===== config.mk =====
export PLATFORM = sky130hd
export DESIGN_NAME = macu_top
export DESIGN_NICKNAME = d
export VERILOG_FILES = /design/src/hdl/macu_pkg.sv /design/src/hdl/macu_top.sv /design/src/hdl/macu_mul.sv
export VERILOG_INCLUDE_DIRS = /design/src /design/src/hdl
export SDC_FILE = /design/constraint.sdc
export NUM_CORES = 1
export LEC_CHECK = 0
export BUFFER_PORTS_ARGS = -buffer_cell sky130_fd_sc_hd__buf_4
export CAP_MARGIN = 20
export CORE_ASPECT_RATIO = 1.75
export CORE_MARGIN = 8
export CORE_UTILIZATION = 65
export DETAILED_ROUTE_END_ITERATION = 12
export PLACE_DENSITY = 0.83
export SYNTH_ARGS = -nofsm -noshare
export SYNTH_HDL_FRONTEND = slang
export SYNTH_HIERARCHICAL = 1
export SYNTH_SLANG_ARGS = --single-unit

===== constraint.sdc =====
create_clock -name clk_i -period 11.95 [get_ports clk_i]
set_clock_uncertainty 0.1 [all_clocks]
set_input_delay 1.195 -clock clk_i [delete_from_list [all_inputs] [get_ports clk_i]]
set_output_delay 1.195 -clock clk_i [all_outputs]
set_load 0.05 [all_outputs]

===== src/hdl/macu_defines.svh =====
// Function
// RULE1 - every reset clears operand B, accumulator, views
// RULE2 - loading both operands starts selected operation
// RULE3 - operand B holds full sixteen-bit software value
// RULE4 - signedness select makes operands signed or unsigned
// RULE5 - result goes to accumulator unless inhibited
// RULE6 - 48-bit accumulator as three writable words
// RULE7 - upper, middle, lower words hold byte pairs
// RULE8 - upper word top bit is signed sign
// RULE9 - middle view shows result bytes 3, 2
// RULE10 - middle view may differ for accumulate, subtract
// RULE11 - views hold until multiplier registers change
// RULE12 - inhibit clear writes accumulator, set keeps it
// RULE13 - low view shows result bytes 1, 0
// RULE14 - op select: multiply, accumulate, subtract, negate
`ifndef MACU_DEFINES_SVH
`define MACU_DEFINES_SVH

// data widths
`define MACU_W        16
`define MACU_ACC_W    48
`define MACU_PROD_W   34
`define MACU_BUS_W    32
`define MACU_ADDR_W   6
`define MACU_IDX_W    4
`define MACU_BE_W     4
`define MACU_CTRL_W   4

// register indices, byte address is index times four
`define MACU_IDX_CTRL  4'h0
`define MACU_IDX_OPA   4'h1
`define MACU_IDX_OPB   4'h2
`define MACU_IDX_ACC_U 4'h3
`define MACU_IDX_ACC_M 4'h4
`define MACU_IDX_ACC_L 4'h5
`define MACU_IDX_VW_M  4'h8
`define MACU_IDX_VW_L  4'h9

// control word: bit 4 busy bit, read only, always reads zero since reads are answered only when idle
`define MACU_CTRL_BUSY_BIT 4

// reset values
`define MACU_RST_W16  16'h0000
`define MACU_RST_ACC  48'h000000000000
`define MACU_RST_BUS  32'h00000000
`define MACU_RST_CTRL 4'h0

`endif


===== src/hdl/macu_pkg.sv =====
`include "macu_defines.svh"
package macu_pkg;

  // operation select encodings
  typedef enum logic [1:0] {
    MACU_OP_MUL  = 2'h0,
    MACU_OP_MAC  = 2'h1,
    MACU_OP_MSUB = 2'h2,
    MACU_OP_NEG  = 2'h3
  } macu_op_t;

  // sequencer states, one-hot
  typedef enum logic [2:0] {
    MACU_ST_IDLE = 3'h1,
    MACU_ST_CALC = 3'h2,
    MACU_ST_WAIT = 3'h4
  } macu_fsm_t;

  // control word, bit 3 inhibit, bit 2 signed, bits 1:0 op
  typedef struct packed {
    logic     inhibit;
    logic     sgn;
    macu_op_t op;
  } macu_ctrl_t;

  // request to the multiplier
  typedef struct packed {
    logic [`MACU_W-1:0] opa;
    logic [`MACU_W-1:0] opb;
    logic               sgn;
    logic               start;
  } macu_mul_req_t;

  // multiplier state
  typedef struct packed {
    logic [`MACU_ACC_W-1:0] prod;
    logic                   done;
  } macu_mul_st_t;

  // whole state of the top
  typedef struct packed {
    macu_fsm_t              fsm;
    macu_ctrl_t             ctrl;
    logic [`MACU_W-1:0]     opa;
    logic [`MACU_W-1:0]     opb;
    logic [`MACU_ACC_W-1:0] acc;
    logic [`MACU_W-1:0]     view_mid;
    logic [`MACU_W-1:0]     view_low;
    logic                   a_ld;
    logic                   b_ld;
    logic                   ack;
    logic [`MACU_BUS_W-1:0] rdata;
  } macu_st_t;

endpackage : macu_pkg


===== src/hdl/macu_top.sv =====
// Design decision made here: the Avalon-MM register port.
`timescale 1ns/1ps
`include "macu_defines.svh"
module macu_top (
  input  wire logic                   clk_i,
  input  wire logic                   nrst_i,
  input  wire logic [`MACU_ADDR_W-1:0] avs_address_i,
  input  wire logic                   avs_read_i,
  input  wire logic                   avs_write_i,
  input  wire logic [`MACU_BUS_W-1:0] avs_writedata_i,
  input  wire logic [`MACU_BE_W-1:0]  avs_byteenable_i,
  output logic [`MACU_BUS_W-1:0]      avs_readdata_o,
  output logic                        avs_waitrequest_o
);

  macu_pkg::macu_st_t      st_ff;    // all registered state
  macu_pkg::macu_st_t      nxt_st;   // next state
  macu_pkg::macu_mul_req_t mul_req;  // request to multiplier
  logic [`MACU_ACC_W-1:0]  mul_prod; // sign-extended product
  logic                    mul_done; // product valid pulse
  logic [`MACU_IDX_W-1:0]  idx;      // word index from byte address
  logic                    req_any;  // read or write pending
  logic                    wr_ok;    // write taken this edge
  logic                    apply;    // result lands this edge
  logic [`MACU_ACC_W-1:0]  result;   // latest operation result

  // merge a 16-bit register with the enabled low byte lanes
  function automatic logic [`MACU_W-1:0] merge16(
    input logic [`MACU_W-1:0]     old_v,
    input logic [`MACU_BUS_W-1:0] wd,
    input logic [`MACU_BE_W-1:0]  be
  );
    logic [`MACU_W-1:0] v;
    v = old_v;
    if (be[0])
    begin
      v[7:0] = wd[7:0];
    end
    if (be[1])
    begin
      v[15:8] = wd[15:8];
    end
    return v;
  endfunction : merge16

  // word decode, low two address bits ignored
  assign idx = avs_address_i[`MACU_ADDR_W-1:2];

  // every access waits at least one cycle, longer while an operation runs, so read data comes from a flop
  assign req_any           = avs_read_i | avs_write_i;
  assign avs_waitrequest_o = req_any & ~st_ff.ack;
  assign avs_readdata_o    = st_ff.rdata;
  assign wr_ok             = avs_write_i & st_ff.ack;

  // multiplier fed straight from the operand registers
  assign mul_req.opa   = st_ff.opa;
  assign mul_req.opb   = st_ff.opb;
  assign mul_req.sgn   = st_ff.ctrl.sgn;
  assign mul_req.start = (st_ff.fsm == macu_pkg::MACU_ST_CALC);
  assign apply         = (st_ff.fsm == macu_pkg::MACU_ST_WAIT) & mul_done;

  macu_mul u_mul (
    .clk_i  (clk_i),
    .nrst_i (nrst_i),
    .req_i  (mul_req),
    .prod_o (mul_prod),
    .done_o (mul_done)
  );

  // result of the selected operation, wraps at 48 bits
  always_comb
  begin
    case (st_ff.ctrl.op)
      macu_pkg::MACU_OP_MUL:  result = mul_prod;                 // RULE14
      macu_pkg::MACU_OP_MAC:  result = st_ff.acc + mul_prod;     // RULE14
      macu_pkg::MACU_OP_MSUB: result = st_ff.acc - mul_prod;     // RULE14
      default:                result = `MACU_RST_ACC - mul_prod; // RULE14
    endcase
  end

  // bus, register file and sequencer next state
  always_comb
  begin
    nxt_st = st_ff;
    // ack only while idle: a running operation stalls the bus
    nxt_st.ack = req_any & ~st_ff.ack & (st_ff.fsm == macu_pkg::MACU_ST_IDLE);

    // read data captured the cycle before the answer
    if (req_any & ~st_ff.ack)
    begin
      nxt_st.rdata = `MACU_RST_BUS;
      if (idx == `MACU_IDX_CTRL)
      begin
        nxt_st.rdata[`MACU_CTRL_W-1:0] = st_ff.ctrl;
        nxt_st.rdata[`MACU_CTRL_BUSY_BIT] = (st_ff.fsm != macu_pkg::MACU_ST_IDLE);
      end
      else if (idx == `MACU_IDX_OPA)
      begin
        nxt_st.rdata[`MACU_W-1:0] = st_ff.opa;
      end
      else if (idx == `MACU_IDX_OPB)
      begin
        nxt_st.rdata[`MACU_W-1:0] = st_ff.opb; // RULE3
      end
      else if (idx == `MACU_IDX_ACC_U)
      begin
        nxt_st.rdata[`MACU_W-1:0] = st_ff.acc[47:32]; // RULE7
      end
      else if (idx == `MACU_IDX_ACC_M)
      begin
        nxt_st.rdata[`MACU_W-1:0] = st_ff.acc[31:16]; // RULE7
      end
      else if (idx == `MACU_IDX_ACC_L)
      begin
        nxt_st.rdata[`MACU_W-1:0] = st_ff.acc[15:0]; // RULE7
      end
      else if (idx == `MACU_IDX_VW_M)
      begin
        nxt_st.rdata[`MACU_W-1:0] = st_ff.view_mid;
      end
      else if (idx == `MACU_IDX_VW_L)
      begin
        nxt_st.rdata[`MACU_W-1:0] = st_ff.view_low;
      end
      // unmapped words read as zero
    end

    // writes take effect only at the accepting edge
    if (wr_ok)
    begin
      if (idx == `MACU_IDX_CTRL)
      begin
        if (avs_byteenable_i[0])
        begin
          nxt_st.ctrl = macu_pkg::macu_ctrl_t'(avs_writedata_i[`MACU_CTRL_W-1:0]);
        end
      end
      else if (idx == `MACU_IDX_OPA)
      begin
        nxt_st.opa  = merge16(st_ff.opa, avs_writedata_i, avs_byteenable_i);
        nxt_st.a_ld = 1'b1;
      end
      else if (idx == `MACU_IDX_OPB)
      begin
        nxt_st.opb  = merge16(st_ff.opb, avs_writedata_i, avs_byteenable_i); // RULE3
        nxt_st.b_ld = 1'b1;
      end
      else if (idx == `MACU_IDX_ACC_U)
      begin
        nxt_st.acc[47:32] = merge16(st_ff.acc[47:32], avs_writedata_i,
                                    avs_byteenable_i); // RULE6
      end
      else if (idx == `MACU_IDX_ACC_M)
      begin
        nxt_st.acc[31:16] = merge16(st_ff.acc[31:16], avs_writedata_i,
                                    avs_byteenable_i); // RULE6
      end
      else if (idx == `MACU_IDX_ACC_L)
      begin
        nxt_st.acc[15:0] = merge16(st_ff.acc[15:0], avs_writedata_i,
                                   avs_byteenable_i); // RULE6
      end
      // views are read only, other words ignore writes
    end

    // sequencer
    case (st_ff.fsm)
      macu_pkg::MACU_ST_IDLE:
      begin
        // both operands loaded since the last start
        if (nxt_st.a_ld & nxt_st.b_ld)
        begin
          nxt_st.fsm = macu_pkg::MACU_ST_CALC; // RULE2
        end
      end
      macu_pkg::MACU_ST_CALC:
      begin
        // start pulse goes out, load flags rearm
        nxt_st.a_ld = 1'b0;
        nxt_st.b_ld = 1'b0;
        nxt_st.fsm  = macu_pkg::MACU_ST_WAIT;
      end
      macu_pkg::MACU_ST_WAIT:
      begin
        if (apply)
        begin
          if (!st_ff.ctrl.inhibit)
          begin
            nxt_st.acc = result; // RULE5 RULE12
          end
          // views take the fresh result whether or not it was stored;
          // with accumulate and write-back they equal the new words
          nxt_st.view_mid = result[31:16]; // RULE9 RULE10
          nxt_st.view_low = result[15:0];  // RULE13
          nxt_st.fsm      = macu_pkg::MACU_ST_IDLE;
        end
      end
      default:
      begin
        // illegal code recovers to idle
        nxt_st.fsm = macu_pkg::MACU_ST_IDLE;
      end
    endcase
  end

  // state register, views only move on apply so they hold in between
  always_ff @(posedge clk_i or negedge nrst_i)
  begin
    if (!nrst_i)
    begin
      st_ff.fsm      <= macu_pkg::MACU_ST_IDLE;
      st_ff.ctrl     <= macu_pkg::macu_ctrl_t'(`MACU_RST_CTRL);
      st_ff.opa      <= `MACU_RST_W16;
      st_ff.opb      <= `MACU_RST_W16;      // RULE1
      st_ff.acc      <= `MACU_RST_ACC;      // RULE1
      st_ff.view_mid <= `MACU_RST_W16;      // RULE1
      st_ff.view_low <= `MACU_RST_W16;
      st_ff.a_ld     <= 1'b0;
      st_ff.b_ld     <= 1'b0;
      st_ff.ack      <= 1'b0;
      st_ff.rdata    <= `MACU_RST_BUS;
    end
    else
    begin
      st_ff <= nxt_st; // RULE11
    end
  end
endmodule : macu_top


===== src/hdl/macu_mul.sv =====
`timescale 1ns/1ps
`include "macu_defines.svh"
module macu_mul (
  input  wire logic                   clk_i,
  input  wire logic                   nrst_i,
  input  wire macu_pkg::macu_mul_req_t req_i,
  output logic [`MACU_ACC_W-1:0]      prod_o,
  output logic                        done_o
);

  macu_pkg::macu_mul_st_t          st_ff;  // registered product
  macu_pkg::macu_mul_st_t          nxt_st; // next product
  logic signed [`MACU_W:0]         a_ext;  // operand a, one bit wider
  logic signed [`MACU_W:0]         b_ext;  // operand b, one bit wider
  logic signed [`MACU_PROD_W-1:0]  p_full; // exact product

  // extend by sign or zero so one signed multiplier serves both types
  always_comb
  begin
    a_ext  = {req_i.sgn & req_i.opa[`MACU_W-1], req_i.opa}; // RULE4
    b_ext  = {req_i.sgn & req_i.opb[`MACU_W-1], req_i.opb}; // RULE4
    p_full = a_ext * b_ext;
    nxt_st = st_ff;
    nxt_st.done = req_i.start;
    if (req_i.start)
    begin
      // sign-extend so the accumulator top bit carries the sign
      nxt_st.prod = {{(`MACU_ACC_W-`MACU_PROD_W){p_full[`MACU_PROD_W-1]}}, p_full}; // RULE8
    end
  end

  // product register
  always_ff @(posedge clk_i or negedge nrst_i)
  begin
    if (!nrst_i)
    begin
      st_ff <= '0;
    end
    else
    begin
      st_ff <= nxt_st;
    end
  end

  assign prod_o = st_ff.prod;
  assign done_o = st_ff.done;

endmodule : macu_mul


# ---- After elaboration in Yosys (flattened, before gate mapping)
# Index checks and enable logic that the tools add are counted.
dict set report classes {
  muxes 37
  eq_ne 15
  addsub 3
  n_shift 0
  mul 1
  n_div 0
  reduce_logical 9
  bitwise 11
  magnitude_cmp 0
}
# operator count
set op_table {}
lappend op_table {{two-way mux 48 bit} 5}
lappend op_table {{two-way mux 16 bit} 11}
lappend op_table {{two-way mux 80 bit} 2}
lappend op_table {{case mux 48 bit (3 select lines)} 1}
lappend op_table {{adder 48 bit} 1}
lappend op_table {{two-way mux 8 bit} 6}
lappend op_table {{subtractor 48 bit} 1}
lappend op_table {{subtractor 1 x 34 -> 35 bit (first input constant)} 1}
lappend op_table {{multiplier 17 x 17 -> 34 bit} 1}
lappend op_table {{two-way mux 32 bit} 1}
lappend op_table {{two-way mux 11 bit} 1}
lappend op_table {{AND reduction 5 bit} 2}
lappend op_table {{case mux 3 bit (3 select lines)} 1}
lappend op_table {{equality test 4 x 2 -> 1 bit (second input constant)} 2}
lappend op_table {{equality test 4 x 3 -> 1 bit (second input constant)} 2}
lappend op_table {{equality test 4 bit (second input constant)} 2}
lappend op_table {{AND reduction 4 bit} 2}
lappend op_table {{bitwise AND 1 bit} 7}
lappend op_table {{two-way mux 2 bit} 3}
lappend op_table {{two-way mux 3 bit} 2}
lappend op_table {{two-way mux 5 bit} 1}
lappend op_table {{equality test 4 x 1 -> 1 bit (second input constant)} 1}
lappend op_table {{zero test 4 bit} 1}
lappend op_table {{AND reduction 2 bit} 2}
lappend op_table {{other kinds (13)} 17}
dict set report word_totals {
  regBits 173
  romBits 0
  input_bits 46
  elab_cells 93
  n_memories 0
  out_inout_bits 33
  latchBits 0
  ram_bits 0
}

# ---- Logic depth before layout (Yosys ltp)
dict set report logic_depth {
  ltp_word 11
  mapped_depth 23
  ltp_nobuf 21
}

# ---- Cells and area by module
# Netlist, hierarchy kept.
# module cells_each area_per_inst_um2 instances
set modules_own_cells {}
lappend modules_own_cells {macu_mul 1331 12468.2 1}
lappend modules_own_cells {macu_top 1423 11622.4 1}

# ---- Least setup slack after synthesis
# OpenSTA, ideal clock, no wires.
dict set report synth_timing {
  kind {register -> register}
  from {register st_ff (netlist bit mul_req[1])}
  to {register u_mul.st_ff (netlist bit u_mul/prod_o[31])}
  stages_incl_launch_ff 22
  required_time_ns 11.725
  slack_ns 5.396
  synth_period_minus_slack_ns 6.554
  setup_ns 0.125
  t_arrival_ns 6.329
  path_cell_list {dfrtp_1 > and2_1 > clkbuf_1 > nand2_1 > fa_1 > inv_1 > fa_1 > inv_1 > fa_1 > fa_1 > inv_1 > fa_1 > inv_1 > fa_1 > inv_1 > ha_1 > and4_1 > or3b_1 > a21boi_1 > o41ai_2 > xnor2_1 > mux2_2}
}
dict set report synth_via {
  elab_chain_len 2
}
# element line_no
set synth_rtl {}
lappend synth_rtl {{start: declaration} macu_top.sv:16} ;# macu_pkg::macu_st_t st_ff;
lappend synth_rtl {{start signal: assignment} macu_top.sv:225} ;# st_ff <= nxt_st;
lappend synth_rtl {{bitwise AND 1 bit, on equally long branches} {macu_mul.sv:20, macu_mul.sv:21}}
lappend synth_rtl {{multiplier 17 x 17 -> 34 bit (*)} macu_mul.sv:22} ;# p_full = a_ext * b_ext;
lappend synth_rtl {{end signal: assignment} macu_mul.sv:41} ;# st_ff <= nxt_st;
lappend synth_rtl {{end: declaration} macu_mul.sv:11} ;# macu_pkg::macu_mul_st_t st_ff;
# Mark *: on every way between the ends. The rest lies on a longest branch, timed or not.
# A chain may end at the register's enable or synchronous reset.

# ---- Final worst setup path
dict set report layout_timing {
  from {register st_ff (netlist bit mul_req[1])}
  to {register, netlist name u_mul/prod_o[33]}
}
dict set report layout_via {
  elab_chain_len 2
}
# element line_no
set layout_rtl {}
lappend layout_rtl {{bitwise AND 1 bit, on equally long branches} {macu_mul.sv:20, macu_mul.sv:21}}
lappend layout_rtl {{multiplier 17 x 17 -> 34 bit (*)} macu_mul.sv:22}
# Marks and branches as above.

==> summary.md <==
| Metric | Value |
|---|---|
| Die Wd | `161.5 um` |
| Reg clk slew, reported paths | `70 ps` |
| Crit path max fanout | `10` |
| Clock tree buffer depth | `2` |
| DIE HEIGHT | `270.7 um` |
| First-pass GRT wire length | `121.6 mm` |
| Area of the multi-input gates | `17,670 um2` |
| CP delay by family, top | `adder cells` |
| Slew at the pin closest to its max-slew limit | `1088 ps` |
| Post-CTS Setup Repair Bufs | `0` |
| CP peak stage delay | `850 ps` |
| Slew HR | `0.2683` |
| Final Hold Violating Endpoints | `0` |
| Pre-antenna DRT Iters | `5` |
| Setup TNS | `0 ps` |
| Count of different cell masters after synthesis | `85` |
| Number of synthesized flops with an enable pin | `0` |
| DR vias | `20,828` |
| Total CTS buffers | `17` |
| Num rows | `93` |
| Nature of the critical path endpoint | `flip-flop` |
| Final Max Slew Viols | `0` |
| Via count of the first global-routing pass | `22,338` |
| Maxcap violations | `0` |
| H-tree lvl count | `4` |
| Final setup violation count | `0` |
| Ratio of final minimum period to clock period | `0.6548` |
| Layout cells sized above 1 | `0.08792` |
| Yosys top cell area share | `0.2468` |
| Ant. Diodes | `0` |
| Syn Area/Cell | `8.747 um2` |
| Area leader, netlist | `fa_1` |
| GRT Overall Usage | `0.3638` |
| Wirelength, routed | `78.16 mm` |
| Io pins | `79` |
| Worst path cell trace | `and2_1, nand2_1, fa_1, inv_1, fa_1, inv_1, fa_1, fa_1, inv_1, fa_1, inv_1, fa_1, inv_1, ha_1, and4_1, nand4_1, a211oi_1, nor3_1, or2_0, o211ai_1` |
| CTS Root Cell | `clkbuf_16` |
| Post-CTS resize count | `0` |
| Synth warn | `6` |
| Critical path buffer and inverter count | `5` |
| Synth Register Bits | `173` |
| Sequential-to-total area share from yosys stat | `0.1798` |
| Vias per inst | `6.546` |
| CP most frequent cell | `fa_1` |
| TritonCTS clock tree | `yes` |
| Asr flop ratio synth | `1.000` |
| DRC errors left | `0` |
| RSZ-0062 raised after global routing | `false` |
| Initial Util | `0.6572` |
| Hold Buf Count CTS | `0` |
| Clk sinks | `173` |
| Core area | `36,650 um2` |
| Worst Path Arrival | `8080 ps` |
| Initial antenna violation count | `1` |
| WHS | `381.6 ps` |
| Min cycle time layout | `7825 ps` |
| DR iter-0 viols | `1,588` |
| Final ANT Viol Nets | `0` |
| Cell count after synthesis | `2,754` |
| Ranking of synthesized cells by area | `fa_1 (25%), dfrtp_1 (18%), ha_1 (7.1%)` |
| Layout fillers | `2,950` |
| FF/Latch Area | `4332 um2` |
| Routed WL per cell | `24.56 um` |
| Port Buf Inserts | `42` |
| Slowest cell on the critical path | `fa_1` |
| GPL Wtd Cong | `1.011` |
| Fin nets | `3,173` |
| DP HPWL | `61.04 mm` |
| Die area | `43,720 um2` |
| Main synth FF type | `dfrtp_1` |
| Overflow after GRT | `0` |
| Worst min path class | `flip-flop to flip-flop` |
| Critical Path Source Type | `flip-flop` |
| Largest net degree at the start of global routing | `77` |
| Fmax | `127.8 MHz` |
| Clock Latency Late Sink | `460 ps` |
| Area Overhead vs Synth | `4.544%` |
| CP required | `12,210 ps` |
| Synthesized cell area | `24,090 um2` |
| WS Path Type | `flip-flop to flip-flop` |
| Run status | `complete, no violations` |
## state kept, by name, indices dropped and copies added (netlist names)
signal	flops
st_ff	89
avs_readdata_o	16
mul_req	33
u_mul/done_o	1
u_mul/prod_o	34
## layout make-up
| class | count | share of cell area |
|---|---|---|
| Timing Repair Buffer | 81 | 0.02444 |
| Multi-Input combinational cell | 2048 | 0.7018 |
| Tap cell | 475 | 0.02360 |
| Inverter | 373 | 0.05559 |
| Clock inverter | 13 | 0.005018 |
| Sequential cell | 173 | 0.1720 |
| Clock buffer | 19 | 0.01759 |
## placed cells by master, fill, tap and decap left out, types with 17 or more instances in the layout
cell type,count
a22oi_1,33
nor3_1,48
o21ai_0,98
a21oi_1,156
clkbuf_16,17
a211oi_1,42
nor2_1,138
nand3_1,36
nand2_1,295
a21o_1,51
and3_1,30
and2_1,132
mux2_2,72
xor2_1,19
buf_4,79
xnor2_1,109
nor2b_1,39
a221oi_1,29
dfrtp_1,171
fa_1,297
inv_1,371
ha_1,135
mux2i_1,23
## cells by family (layout without fill, tap and decap cells)
kind of cell / Yosys count / in the layout / share of synthesized area
other: 1 / 16 / 0.0001557
DFF: 173 / 173 / 0.1798
AOI/OAI and AO/OA: 552 / 552 / 0.1524
adders and majority gates: 433 / 433 / 0.3174
and+or+nand+nor: 824 / 824 / 0.1677
xor gates and xnor gates: 128 / 128 / 0.04654
muxes: 95 / 95 / 0.04321
buffers and inverters: 548 / 486 / 0.09286
## synthesized netlist by cell type (4+ instances only)
cell,instances
nor2b_1,40
a211o_1,5
nand4_1,14
xor2_1,19
o21bai_1,17
mux2_2,72
a21boi_0,5
mux2i_1,23
nand3_1,37
a31o_2,4
nor2_1,142
a211oi_1,43
a222oi_1,5
or2_2,12
o21ai_0,98
o22ai_1,12
a22oi_1,33
fa_1,297
a41oi_1,5
or4_4,4
and2_1,132
a31oi_1,15
nand2_1,295
buf_1,10
a21oi_1,156
inv_1,371
nor3b_1,6
clkbuf_1,115
nand2b_1,9
nor3_1,52
a21o_1,51
o211ai_1,11
or4_1,6
and3_1,30
buf_4,47
o31ai_1,11
or3_1,7
dfrtp_1,172
nor4_1,17
o21a_1,14
a221oi_1,29
xnor2_1,109
o2111ai_1,5
ha_1,136
## stage by stage
| stage | worst slack, ps | util | cell area (um2) | cells |
|---|---|---|---|---|
| finish | 4125 | 0.6871 | 25190 | 3182 |
| global route | 3916 | 0.6871 | 25190 | 3182 |
| CTS | 4212 | 0.6871 | 25190 | 3182 |
| detailed placement | 4238 | 0.6716 | 24620 | 3150 |
| global placement | 4281 | 0.6711 | 24600 | 3148 |
| floorplan | 5396 | - | 24150 | 2769 |
## per-layer routing
metal	routed length, um	global-route usage	vias up
met5	15	0	-
met4	7723	0.3192	2
met3	5177	0.05003	445
met2	40020	0.6418	1109
met1	25230	0.3689	10295
li1	-	-	8977
## worst register-to-register path: cells and delay by family, from the launching register on
family,cells,cell delay (ps)
adders and majority gates,7,3920
and+or+nand+nor,6,1700
AOI/OAI and AO/OA,2,810
DFF,1,730
buffers and inverters,5,480
## final timing paths
kind | from | to | slack, ps | depth (start not counted)
hold / removal | st_ff[43]$_DFFE_PN0P_ | st_ff[43]$_DFFE_PN0P_ | 380 | 2
min in group asynchronous | nrst_i | st_ff[54]$_DFFE_PN0P_ | 540 | 1
setup reg to reg | mul_req[1]$_DFFE_PN0P_ | u_mul/prod_o[33]$_DFFE_PN0P_ | 4120 | 20
setup / recovery | mul_req[1]$_DFFE_PN0P_ | u_mul/prod_o[33]$_DFFE_PN0P_ | 4120 | 20
max in group asynchronous | nrst_i | u_mul/prod_o[33]$_DFFE_PN0P_ | 9090 | 3
hold reg to reg | st_ff[43]$_DFFE_PN0P_ | st_ff[43]$_DFFE_PN0P_ | 380 | 2
Power is left out: the tool's default activity adds up to more than one toggle a clock period on the data nets, which glitch-free logic cannot reach.
